==> config.mk <==
export PLATFORM = sky130hd
export DESIGN_NAME = led_boost_supervisor
export DESIGN_NICKNAME = d
export VERILOG_FILES = /design/src/hdl/led_boost_pkg.sv /design/src/hdl/switch_clock_gen.sv /design/src/hdl/dim_pwm.sv /design/src/hdl/led_boost_supervisor.sv
export VERILOG_INCLUDE_DIRS = /design/src /design/src/hdl
export SDC_FILE = /design/constraint.sdc
export NUM_CORES = 1
export LEC_CHECK = 0
export BUFFER_PORTS_ARGS = -buffer_cell sky130_fd_sc_hd__buf_2
export CORE_ASPECT_RATIO = 0.8
export CORE_MARGIN = 2
export CORE_UTILIZATION = 55
export DETAILED_ROUTE_END_ITERATION = 6
export GPL_TIMING_DRIVEN = 1
export PLACE_DENSITY = 0.86
export SLEW_MARGIN = 10
export SYNTH_ARGS = -nofsm -noshare
export SYNTH_HDL_FRONTEND = slang
export SYNTH_SLANG_ARGS = --single-unit
==> constraint.sdc <==
create_clock -name pclk -period 8.4 [get_ports pclk]
set_input_delay 0.42 -clock pclk [delete_from_list [all_inputs] [get_ports pclk]]
set_output_delay 0.42 -clock pclk [all_outputs]
set_load 0.01 [all_outputs]
==> src/hdl/led_boost_cfg.svh <==
`ifndef LED_BOOST_CFG_SVH
`define LED_BOOST_CFG_SVH
`define CLK_HZ 100000000
`define OSC_HZ 8000000
`define OSC_DIV (`CLK_HZ / `OSC_HZ)
`define SW_FREQ_HZ 500000
`define SW_FREQ_MAX_HZ 2000000
`define SW_PERIOD_RST 8'h0F
`define SW_DUTY_RST 8'h03
`define SW_PERIOD_MIN 8'h03
`define OV_THRESH_RST 10'h333
`define OV_DELAY_RST 24'h7A1200
`define DIM_STEPS 6'h3F
`define DIM_PRESCALE 8'hFF
`define STRAP_SETTLE 8'h40
`define REG_CTRL 12'h000
`define REG_SW_PERIOD 12'h004
`define REG_SW_DUTY 12'h008
`define REG_OV_THRESH 12'h00C
`define REG_OV_DELAY 12'h010
`define REG_STATUS 12'h014
`define REG_IRQ_STAT 12'h018
`define REG_IRQ_MASK 12'h01C
`define REG_VOUT_ADC 12'h020
`define REG_DIM_ADC 12'h024
`define REG_OSC_TUNE 12'h028
`define CTRL_RUN 0
`define CTRL_SPREAD 1
`define IRQ_OV 0
`define IRQ_RESTART 1
`define IRQ_POT 2
`endif

==> src/hdl/led_boost_pkg.sv <==
package led_boost_pkg;
    typedef struct packed {
        logic [7:0] period;
        logic [7:0] duty;
        logic force_high;
    } sw_cfg_t;
    typedef struct packed {
        logic [9:0] vout;
        logic [9:0] dim;
        logic valid;
    } adc_sample_t;
    typedef enum logic [2:0] {ST_DETECT, ST_IDLE, ST_RUN, ST_SHUTDOWN} seq_state_t;
endpackage

==> src/hdl/switch_clock_gen.sv <==
`timescale 1ns/1ps
`include "led_boost_cfg.svh"
module switch_clock_gen (
    // Clock and reset
    input wire logic pclk,
    input wire logic presetn,
    // Control
    input wire logic osc_tick,
    input wire led_boost_pkg::sw_cfg_t cfg,
    // Output
    output logic clk_out
);
    logic [7:0] cnt_ff;
    logic [7:0] period_ff;
    logic [7:0] duty_ff;
    logic force_ff;
    // Period and duty latched at period end; free-running once set
    always_ff @(posedge pclk or negedge presetn) begin
        if (!presetn) begin
            cnt_ff <= 8'h00;
            period_ff <= `SW_PERIOD_RST;
            duty_ff <= `SW_DUTY_RST;
            force_ff <= 1'b1;
        end else if (osc_tick) begin
            if (cnt_ff >= period_ff) begin
                cnt_ff <= 8'h00;
                period_ff <= cfg.period;
                duty_ff <= cfg.duty;
                force_ff <= cfg.force_high;
            end else begin
                cnt_ff <= cnt_ff + 8'h01;
            end
        end
    end
    // High for duty counts out of period+1; forced high holds controller off
    always_ff @(posedge pclk or negedge presetn) begin
        if (!presetn) begin
            clk_out <= 1'b1;
        end else begin
            clk_out <= force_ff | cfg.force_high | (cnt_ff < duty_ff);
        end
    end
endmodule

==> src/hdl/dim_pwm.sv <==
`timescale 1ns/1ps
`include "led_boost_cfg.svh"
module dim_pwm (
    // Clock and reset
    input wire logic pclk,
    input wire logic presetn,
    // Timing and level
    input wire logic timer_tick,
    input wire logic [5:0] level,
    // Output
    output logic pwm_out
);
    logic [5:0] step_ff;
    logic [5:0] level_ff;
    // 63-step counter driven by the free-running timer
    always_ff @(posedge pclk or negedge presetn) begin
        if (!presetn) begin
            step_ff <= 6'h00;
            level_ff <= 6'h00;
        end else if (timer_tick) begin
            if (step_ff == `DIM_STEPS - 6'h01) begin
                step_ff <= 6'h00;
                level_ff <= level;
            end else begin
                step_ff <= step_ff + 6'h01;
            end
        end
    end
    always_ff @(posedge pclk or negedge presetn) begin
        if (!presetn) begin
            pwm_out <= 1'b0;
        end else begin
            pwm_out <= (step_ff < level_ff);
        end
    end
endmodule

==> src/hdl/led_boost_supervisor.sv <==
// Implementation choices: the register addresses and the APB slave port.
`timescale 1ns/1ps
`include "led_boost_cfg.svh"
module led_boost_supervisor (
    // Clock and reset
    input wire logic pclk,
    input wire logic presetn,
    // APB slave
    input wire logic psel,
    input wire logic penable,
    input wire logic pwrite,
    input wire logic [11:0] paddr,
    input wire logic [31:0] pwdata,
    output logic [31:0] prdata,
    output logic pready,
    output logic pslverr,
    // ADC samples
    input wire logic [9:0] vout_sense_in,
    input wire logic [9:0] dim_adc_in,
    input wire logic adc_valid,
    // Dim sense pin
    input wire logic dim_sense_in,
    output logic weak_pullup,
    // Converter pins
    output logic switch_clock_out,
    output logic ref_enable_out,
    // Oscillator tuning and interrupt
    output logic [7:0] osc_tune,
    output logic irq
);
    logic [3:0] osc_div_ff;
    logic osc_tick_ff;
    logic [7:0] timer_ff;
    logic [7:0] prescale_ff;
    logic timer_tick_ff;
    logic [1:0] ctrl_ff;
    logic [7:0] period_ff;
    logic [7:0] duty_ff;
    logic [9:0] thresh_ff;
    logic [23:0] delay_ff;
    logic [23:0] wait_ff;
    logic [7:0] settle_ff;
    logic pot_ff;
    logic [2:0] irq_stat_ff;
    logic [2:0] irq_mask_ff;
    led_boost_pkg::adc_sample_t adc_ff;
    led_boost_pkg::seq_state_t state_ff;
    led_boost_pkg::sw_cfg_t sw_cfg;
    logic [5:0] dim_level;
    logic dim_wave;
    logic sw_clk;
    logic wr_en;
    logic rd_en;
    logic ov_hit;
    logic ev_ov;
    logic ev_restart;
    logic ev_pot;
    logic [2:0] ev_bits;

    // Clamp period to 3 or more, so frequency reaches about 2.08 MHz, above the 2 MHz controller limit
    function automatic logic [7:0] clamp_period(input logic [7:0] p);
        return (p < `SW_PERIOD_MIN) ? `SW_PERIOD_MIN : p;
    endfunction

    function automatic logic [5:0] scale_adc(input logic [9:0] v);
        logic [15:0] prod;
        prod = 16'(v) * 16'(`DIM_STEPS);
        return prod[15:10];
    endfunction

    assign wr_en = psel & penable & pwrite;
    assign rd_en = psel & penable & ~pwrite;

    // Oscillator tick: one per OSC_DIV (12) bus clocks, about 8.33 MHz
    always_ff @(posedge pclk or negedge presetn) begin
        if (!presetn) begin
            osc_div_ff <= 4'h0;
            osc_tick_ff <= 1'b0;
        end else begin
            if (osc_div_ff == 4'(`OSC_DIV - 1)) begin
                osc_div_ff <= 4'h0;
                osc_tick_ff <= 1'b1;
            end else begin
                osc_div_ff <= osc_div_ff + 4'h1;
                osc_tick_ff <= 1'b0;
            end
        end
    end

    // Free-running timer with prescaler
    always_ff @(posedge pclk or negedge presetn) begin
        if (!presetn) begin
            timer_ff <= 8'h00;
            prescale_ff <= 8'h00;
            timer_tick_ff <= 1'b0;
        end else begin
            timer_ff <= timer_ff + {7'h00, osc_tick_ff};
            timer_tick_ff <= 1'b0;
            if (osc_tick_ff) begin
                if (prescale_ff == `DIM_PRESCALE) begin
                    prescale_ff <= 8'h00;
                    timer_tick_ff <= 1'b1;
                end else begin
                    prescale_ff <= prescale_ff + 8'h01;
                end
            end
        end
    end

    // Control registers
    always_ff @(posedge pclk or negedge presetn) begin
        if (!presetn) begin
            ctrl_ff <= 2'b01;
            period_ff <= `SW_PERIOD_RST;
            duty_ff <= `SW_DUTY_RST;
            thresh_ff <= `OV_THRESH_RST;
            delay_ff <= `OV_DELAY_RST;
            irq_mask_ff <= 3'b000;
        end else if (wr_en) begin
            unique case (paddr)
                `REG_CTRL: ctrl_ff <= pwdata[1:0];
                `REG_SW_PERIOD: period_ff <= clamp_period(pwdata[7:0]);
                `REG_SW_DUTY: duty_ff <= pwdata[7:0];
                `REG_OV_THRESH: thresh_ff <= pwdata[9:0];
                `REG_OV_DELAY: delay_ff <= pwdata[23:0];
                `REG_IRQ_MASK: irq_mask_ff <= pwdata[2:0];
                default: ;
            endcase
        end
    end

    // ADC sample capture
    always_ff @(posedge pclk or negedge presetn) begin
        if (!presetn) begin
            adc_ff <= '0;
        end else begin
            adc_ff.valid <= adc_valid;
            if (adc_valid) begin
                adc_ff.vout <= vout_sense_in;
                adc_ff.dim <= dim_adc_in;
            end
        end
    end

    assign ov_hit = adc_ff.valid & (adc_ff.vout >= thresh_ff);

    // Sequencer
    always_ff @(posedge pclk or negedge presetn) begin
        if (!presetn) begin
            state_ff <= led_boost_pkg::ST_DETECT;
            settle_ff <= 8'h00;
            pot_ff <= 1'b0;
            wait_ff <= 24'h000000;
        end else begin
            unique case (state_ff)
                led_boost_pkg::ST_DETECT: begin
                    settle_ff <= settle_ff + 8'h01;
                    if (settle_ff == `STRAP_SETTLE) begin
                        pot_ff <= ~dim_sense_in;
                        state_ff <= led_boost_pkg::ST_IDLE;
                    end
                end
                led_boost_pkg::ST_IDLE: begin
                    if (ctrl_ff[`CTRL_RUN]) begin
                        state_ff <= led_boost_pkg::ST_RUN;
                    end
                end
                led_boost_pkg::ST_RUN: begin
                    if (ov_hit) begin
                        wait_ff <= delay_ff;
                        state_ff <= led_boost_pkg::ST_SHUTDOWN;
                    end else if (!ctrl_ff[`CTRL_RUN]) begin
                        state_ff <= led_boost_pkg::ST_IDLE;
                    end
                end
                led_boost_pkg::ST_SHUTDOWN: begin
                    if (wait_ff == 24'h000000) begin
                        state_ff <= led_boost_pkg::ST_RUN;
                    end else begin
                        wait_ff <= wait_ff - 24'h000001;
                    end
                end
                default: state_ff <= led_boost_pkg::ST_DETECT;
            endcase
        end
    end

    // Waveform configuration
    always_comb begin
        sw_cfg.period = period_ff;
        sw_cfg.duty = duty_ff;
        sw_cfg.force_high = (state_ff != led_boost_pkg::ST_RUN);
    end

    switch_clock_gen u_swclk (
        .pclk(pclk),
        .presetn(presetn),
        .osc_tick(osc_tick_ff),
        .cfg(sw_cfg),
        .clk_out(sw_clk)
    );

    assign dim_level = pot_ff ? scale_adc(adc_ff.dim) : `DIM_STEPS;

    dim_pwm u_dim (
        .pclk(pclk),
        .presetn(presetn),
        .timer_tick(timer_tick_ff),
        .level(dim_level),
        .pwm_out(dim_wave)
    );

    // Pin outputs
    always_ff @(posedge pclk or negedge presetn) begin
        if (!presetn) begin
            switch_clock_out <= 1'b1;
            ref_enable_out <= 1'b0;
            weak_pullup <= 1'b1;
            osc_tune <= 8'h00;
        end else begin
            switch_clock_out <= sw_clk;
            weak_pullup <= (state_ff == led_boost_pkg::ST_DETECT);
            if (state_ff != led_boost_pkg::ST_RUN) begin
                ref_enable_out <= 1'b0;
            end else if (pot_ff) begin
                ref_enable_out <= dim_wave;
            end else begin
                ref_enable_out <= 1'b1;
            end
            if (ctrl_ff[`CTRL_SPREAD] && osc_tick_ff) begin
                osc_tune <= timer_ff;
            end
        end
    end

    // Interrupt events
    assign ev_ov = (state_ff == led_boost_pkg::ST_RUN) & ov_hit;
    assign ev_restart = (state_ff == led_boost_pkg::ST_SHUTDOWN) & (wait_ff == 24'h000000);
    assign ev_pot = (state_ff == led_boost_pkg::ST_DETECT) & (settle_ff == `STRAP_SETTLE)
        & ~dim_sense_in;
    assign ev_bits = {ev_pot, ev_restart, ev_ov};

    // Sticky status, write one to clear, set wins
    always_ff @(posedge pclk or negedge presetn) begin
        if (!presetn) begin
            irq_stat_ff <= 3'b000;
        end else begin
            if (wr_en && paddr == `REG_IRQ_STAT) begin
                irq_stat_ff <= (irq_stat_ff & ~pwdata[2:0]) | ev_bits;
            end else begin
                irq_stat_ff <= irq_stat_ff | ev_bits;
            end
        end
    end

    always_ff @(posedge pclk or negedge presetn) begin
        if (!presetn) begin
            irq <= 1'b0;
        end else begin
            irq <= |(irq_stat_ff & irq_mask_ff);
        end
    end

    // Read path; slave answers in the first access cycle
    always_ff @(posedge pclk or negedge presetn) begin
        if (!presetn) begin
            prdata <= 32'h00000000;
            pready <= 1'b0;
            pslverr <= 1'b0;
        end else begin
            pready <= psel & ~penable;
            pslverr <= 1'b0;
            if (psel && !penable) begin
                unique case (paddr)
                    `REG_CTRL: prdata <= {30'h0, ctrl_ff};
                    `REG_SW_PERIOD: prdata <= {24'h0, period_ff};
                    `REG_SW_DUTY: prdata <= {24'h0, duty_ff};
                    `REG_OV_THRESH: prdata <= {22'h0, thresh_ff};
                    `REG_OV_DELAY: prdata <= {8'h0, delay_ff};
                    `REG_STATUS: prdata <= {27'h0, pot_ff, 1'b0, 3'(state_ff)};
                    `REG_IRQ_STAT: prdata <= {29'h0, irq_stat_ff};
                    `REG_IRQ_MASK: prdata <= {29'h0, irq_mask_ff};
                    `REG_VOUT_ADC: prdata <= {22'h0, adc_ff.vout};
                    `REG_DIM_ADC: prdata <= {22'h0, adc_ff.dim};
                    `REG_OSC_TUNE: prdata <= {24'h0, osc_tune};
                    default: begin
                        prdata <= 32'h00000000;
                        pslverr <= 1'b1;
                    end
                endcase
            end else if (rd_en) begin
                prdata <= prdata;
            end
        end
    end
endmodule

==> impl_metrics.json <==
{
  "r2r-start": "adc_ff[4]",
  "insertion_delay_ns": 0.51,
  "grt_use_total": 0.247,
  "setup.worst_path.end_class": "flop",
  "grt_pass1_wl_um": 44600,
  "met1_length_um": 12000,
  "hold_start": "dim_sense_in",
  "clockBufferDepth": 3,
  "synthesis.instances": 1075,
  "synth.distinct_cells": 69,
  "die_h_um": 134,
  "netlist.area_leader.share": 0.397,
  "ir_worst_vdd_v": 0.000146,
  "io_pins": 117,
  "clock-sinks": 213,
  "synth_edf_count": 0,
  "seq_area_frac_synth": 0.465,
  "rsz0062_at_grt": "no",
  "grt_pass1_vias": 8466,
  "period_share": 0.516,
  "synth_area_um2": 11500,
  "fp-row-count": 47,
  "drive_gt1_frac": 0.232,
  "ant_nets": 0,
  "finalSetupTns_ns": 0,
  "r2r-end": "u_dim.level_ff[4]",
  "clk_pin_slew_ns": 0.06,
  "period_needed_ns": 4.34,
  "synth.most_common_cell": "dfrtp_1",
  "dr_wl_met2_um": 12700,
  "routed_via_density": 6.04,
  "wl_met3_um": 2070,
  "holdPathStages": 2,
  "hold_slack_ns": 0.124,
  "synth_flop_cell": "dfrtp_1",
  "antenna_found_initial": 1,
  "numCtsBuffers": 22,
  "dpl-instance-area_um2": 12200,
  "wire_per_inst_um": 19.0,
  "initialDrtViolationCount": 1029,
  "core_um2": 20600,
  "initial_core_util": 0.559,
  "area_delta_synth_final_pct": 12.2,
  "relSlewSlack": 0.223,
  "cp-start-kind": "flop",
  "gp_congestion": 0.954,
  "cts_resized": 0,
  "worst_slew_pin_slew_ns": 1.16,
  "cts_root_buf": "clkbuf_16",
  "worstSetupPathType": "reg -> reg",
  "synth.largest_area_cell": "dfrtp_1",
  "cts_tree": "built",
  "finClkSkew_ns": 0.0202,
  "overflow": 0,
  "final_net_count": 1322,
  "synth.area.top_cells": "dfrtp_1, mux2_2, ha_1",
  "drc": 0,
  "ys_warn_count": 0,
  "status": "completed",
  "die_w_um": 166,
  "fmax_mhz": 231,
  "worstRegToRegCells": 12,
  "fin_area_um2": 12900,
  "cts_hold_buf": 1,
  "htreeDepth": 1,
  "wl_um": 27500,
  "whs_endpoint": "irq_stat_ff[2]",
  "first_pass_iters": 5,
  "slew_viol_final": 0,
  "synth_common_cells": "dfrtp_1, inv_1, mux2_2, nand2_1, ha_1",
  "grt_max_degree": 81,
  "top_layer_used": "met4",
  "power.total_mw": 2.56,
  "dieArea_um2": 22200,
  "synthArstFlopShare": 1.00,
  "cts_setup_buffers": 0,
  "max_cap_viol_count": 0,
  "crit_required_ns": 8.78,
  "p_per_area_nw_per_um2": 198,
  "finalSetupViolations": 0,
  "p_leak_nw": 6.22,
  "io_buffers": 100,
  "synth_seq_cells": 213,
  "num_vias": 8758,
  "cp.arrival_ns": 4.72,
  "hold_viol": 0,
  "ff2ff_setup_slack_ns": 4.06,
  "avgSynthCellArea_um2": 10.7,
  "place_hpwl_um": 19600,
  "cp_max_fo": 4,
  "min_path_type": "in -> reg"
}
## registers in the layout, indices dropped and copies added (netlist names), 10 cells and up
signal,count
delay_ff,24
wait_ff,24
adc_ff,21
prdata,24
thresh_ff,10
## critical path, stage by stage (launching register included)
cell and delay, ns:
dfrtp_1 0.43, inv_1 0.10, fa_1 0.57, fa_1 0.53
fa_1 0.54, inv_1 0.04, ha_1 0.27, o21ai_0 0.27
a21oi_1 0.11, a211oi_1 0.57, a21oi_1 0.20, or4_1 0.42
and3_1 0.16
## kinds of logic (layout without fill, tap and decap cells)
| logic type | Yosys count | after routing | synth area share |
|---|---|---|---|
| AO/OA/AOI/OAI | 235 | 235 | 0.132 |
| XOR/XNOR | 29 | 29 | 0.0220 |
| adder cells (fa/ha/maj) | 88 | 88 | 0.111 |
| buffers and inverters | 144 | 241 | 0.0524 |
| flip-flops | 213 | 213 | 0.465 |
| multiplexers | 107 | 107 | 0.105 |
| other | 1 | 9 | 0.000325 |
| AND/OR/NAND/NOR | 258 | 258 | 0.112 |
## area by class of cell
type	instances	area (um^2)
clock buffers	31	636
fillers	1545	7690
clock inverters	9	101
flip-flops and latches	213	5370
repair buffers	105	549
multi-input cells	725	5590
inverters	96	360
well taps	269	337
diodes	1	2.50
## through the flow
stage	setup WS [ns]	util	instances
final	4.06	0.627	1449
after floorplan	4.58	-	1082
after detailed placement	4.15	0.591	1407
after global routing	3.83	0.627	1448
after global placement	4.22	0.591	1407
after CTS	4.12	0.627	1448
## placed cells by master (no fill, tap or decap), types with 23 or more instances in the layout
cell / n
dfrtp_1: 183
buf_2: 99
mux2_2: 84
ha_1: 64
clkbuf_16: 23
a21oi_1: 50
fa_1: 24
o21ai_0: 63
dfstp_2: 30
nand2_1: 83
nor2_1: 55
inv_1: 96
## layer usage
metal / up-vias / global-route usage
li1: 3977 / -
met1: 4358 / 0.360
met2: 365 / 0.391
met3: 58 / 0.0368
met4: 0 / 0.0657
met5: - / 0
## worst max-delay path by stage
stage	from	end	slack, ns	cells past startpoint
2_1_floorplan	adc_ff[7]	u_dim.level_ff[4]	4.58	12
3_3_place_gp	adc_ff[4]	u_dim.level_ff[4]	4.22	12
3_5_place_dp	adc_ff[4]	u_dim.level_ff[4]	4.15	12
4_1_cts	adc_ff[4]	u_dim.level_ff[4]	4.12	12
5_1_grt	adc_ff[4]	u_dim.level_ff[4]	3.83	12
6_report	adc_ff[4]	u_dim.level_ff[4]	4.06	12
## report_power, final
part,internal (mW),switching (mW)
registers,1.04,0.0161
logic,0.210,0.307
clock network,0.590,0.399
total,1.84,0.722
Power figures use the tool's default switching activity.
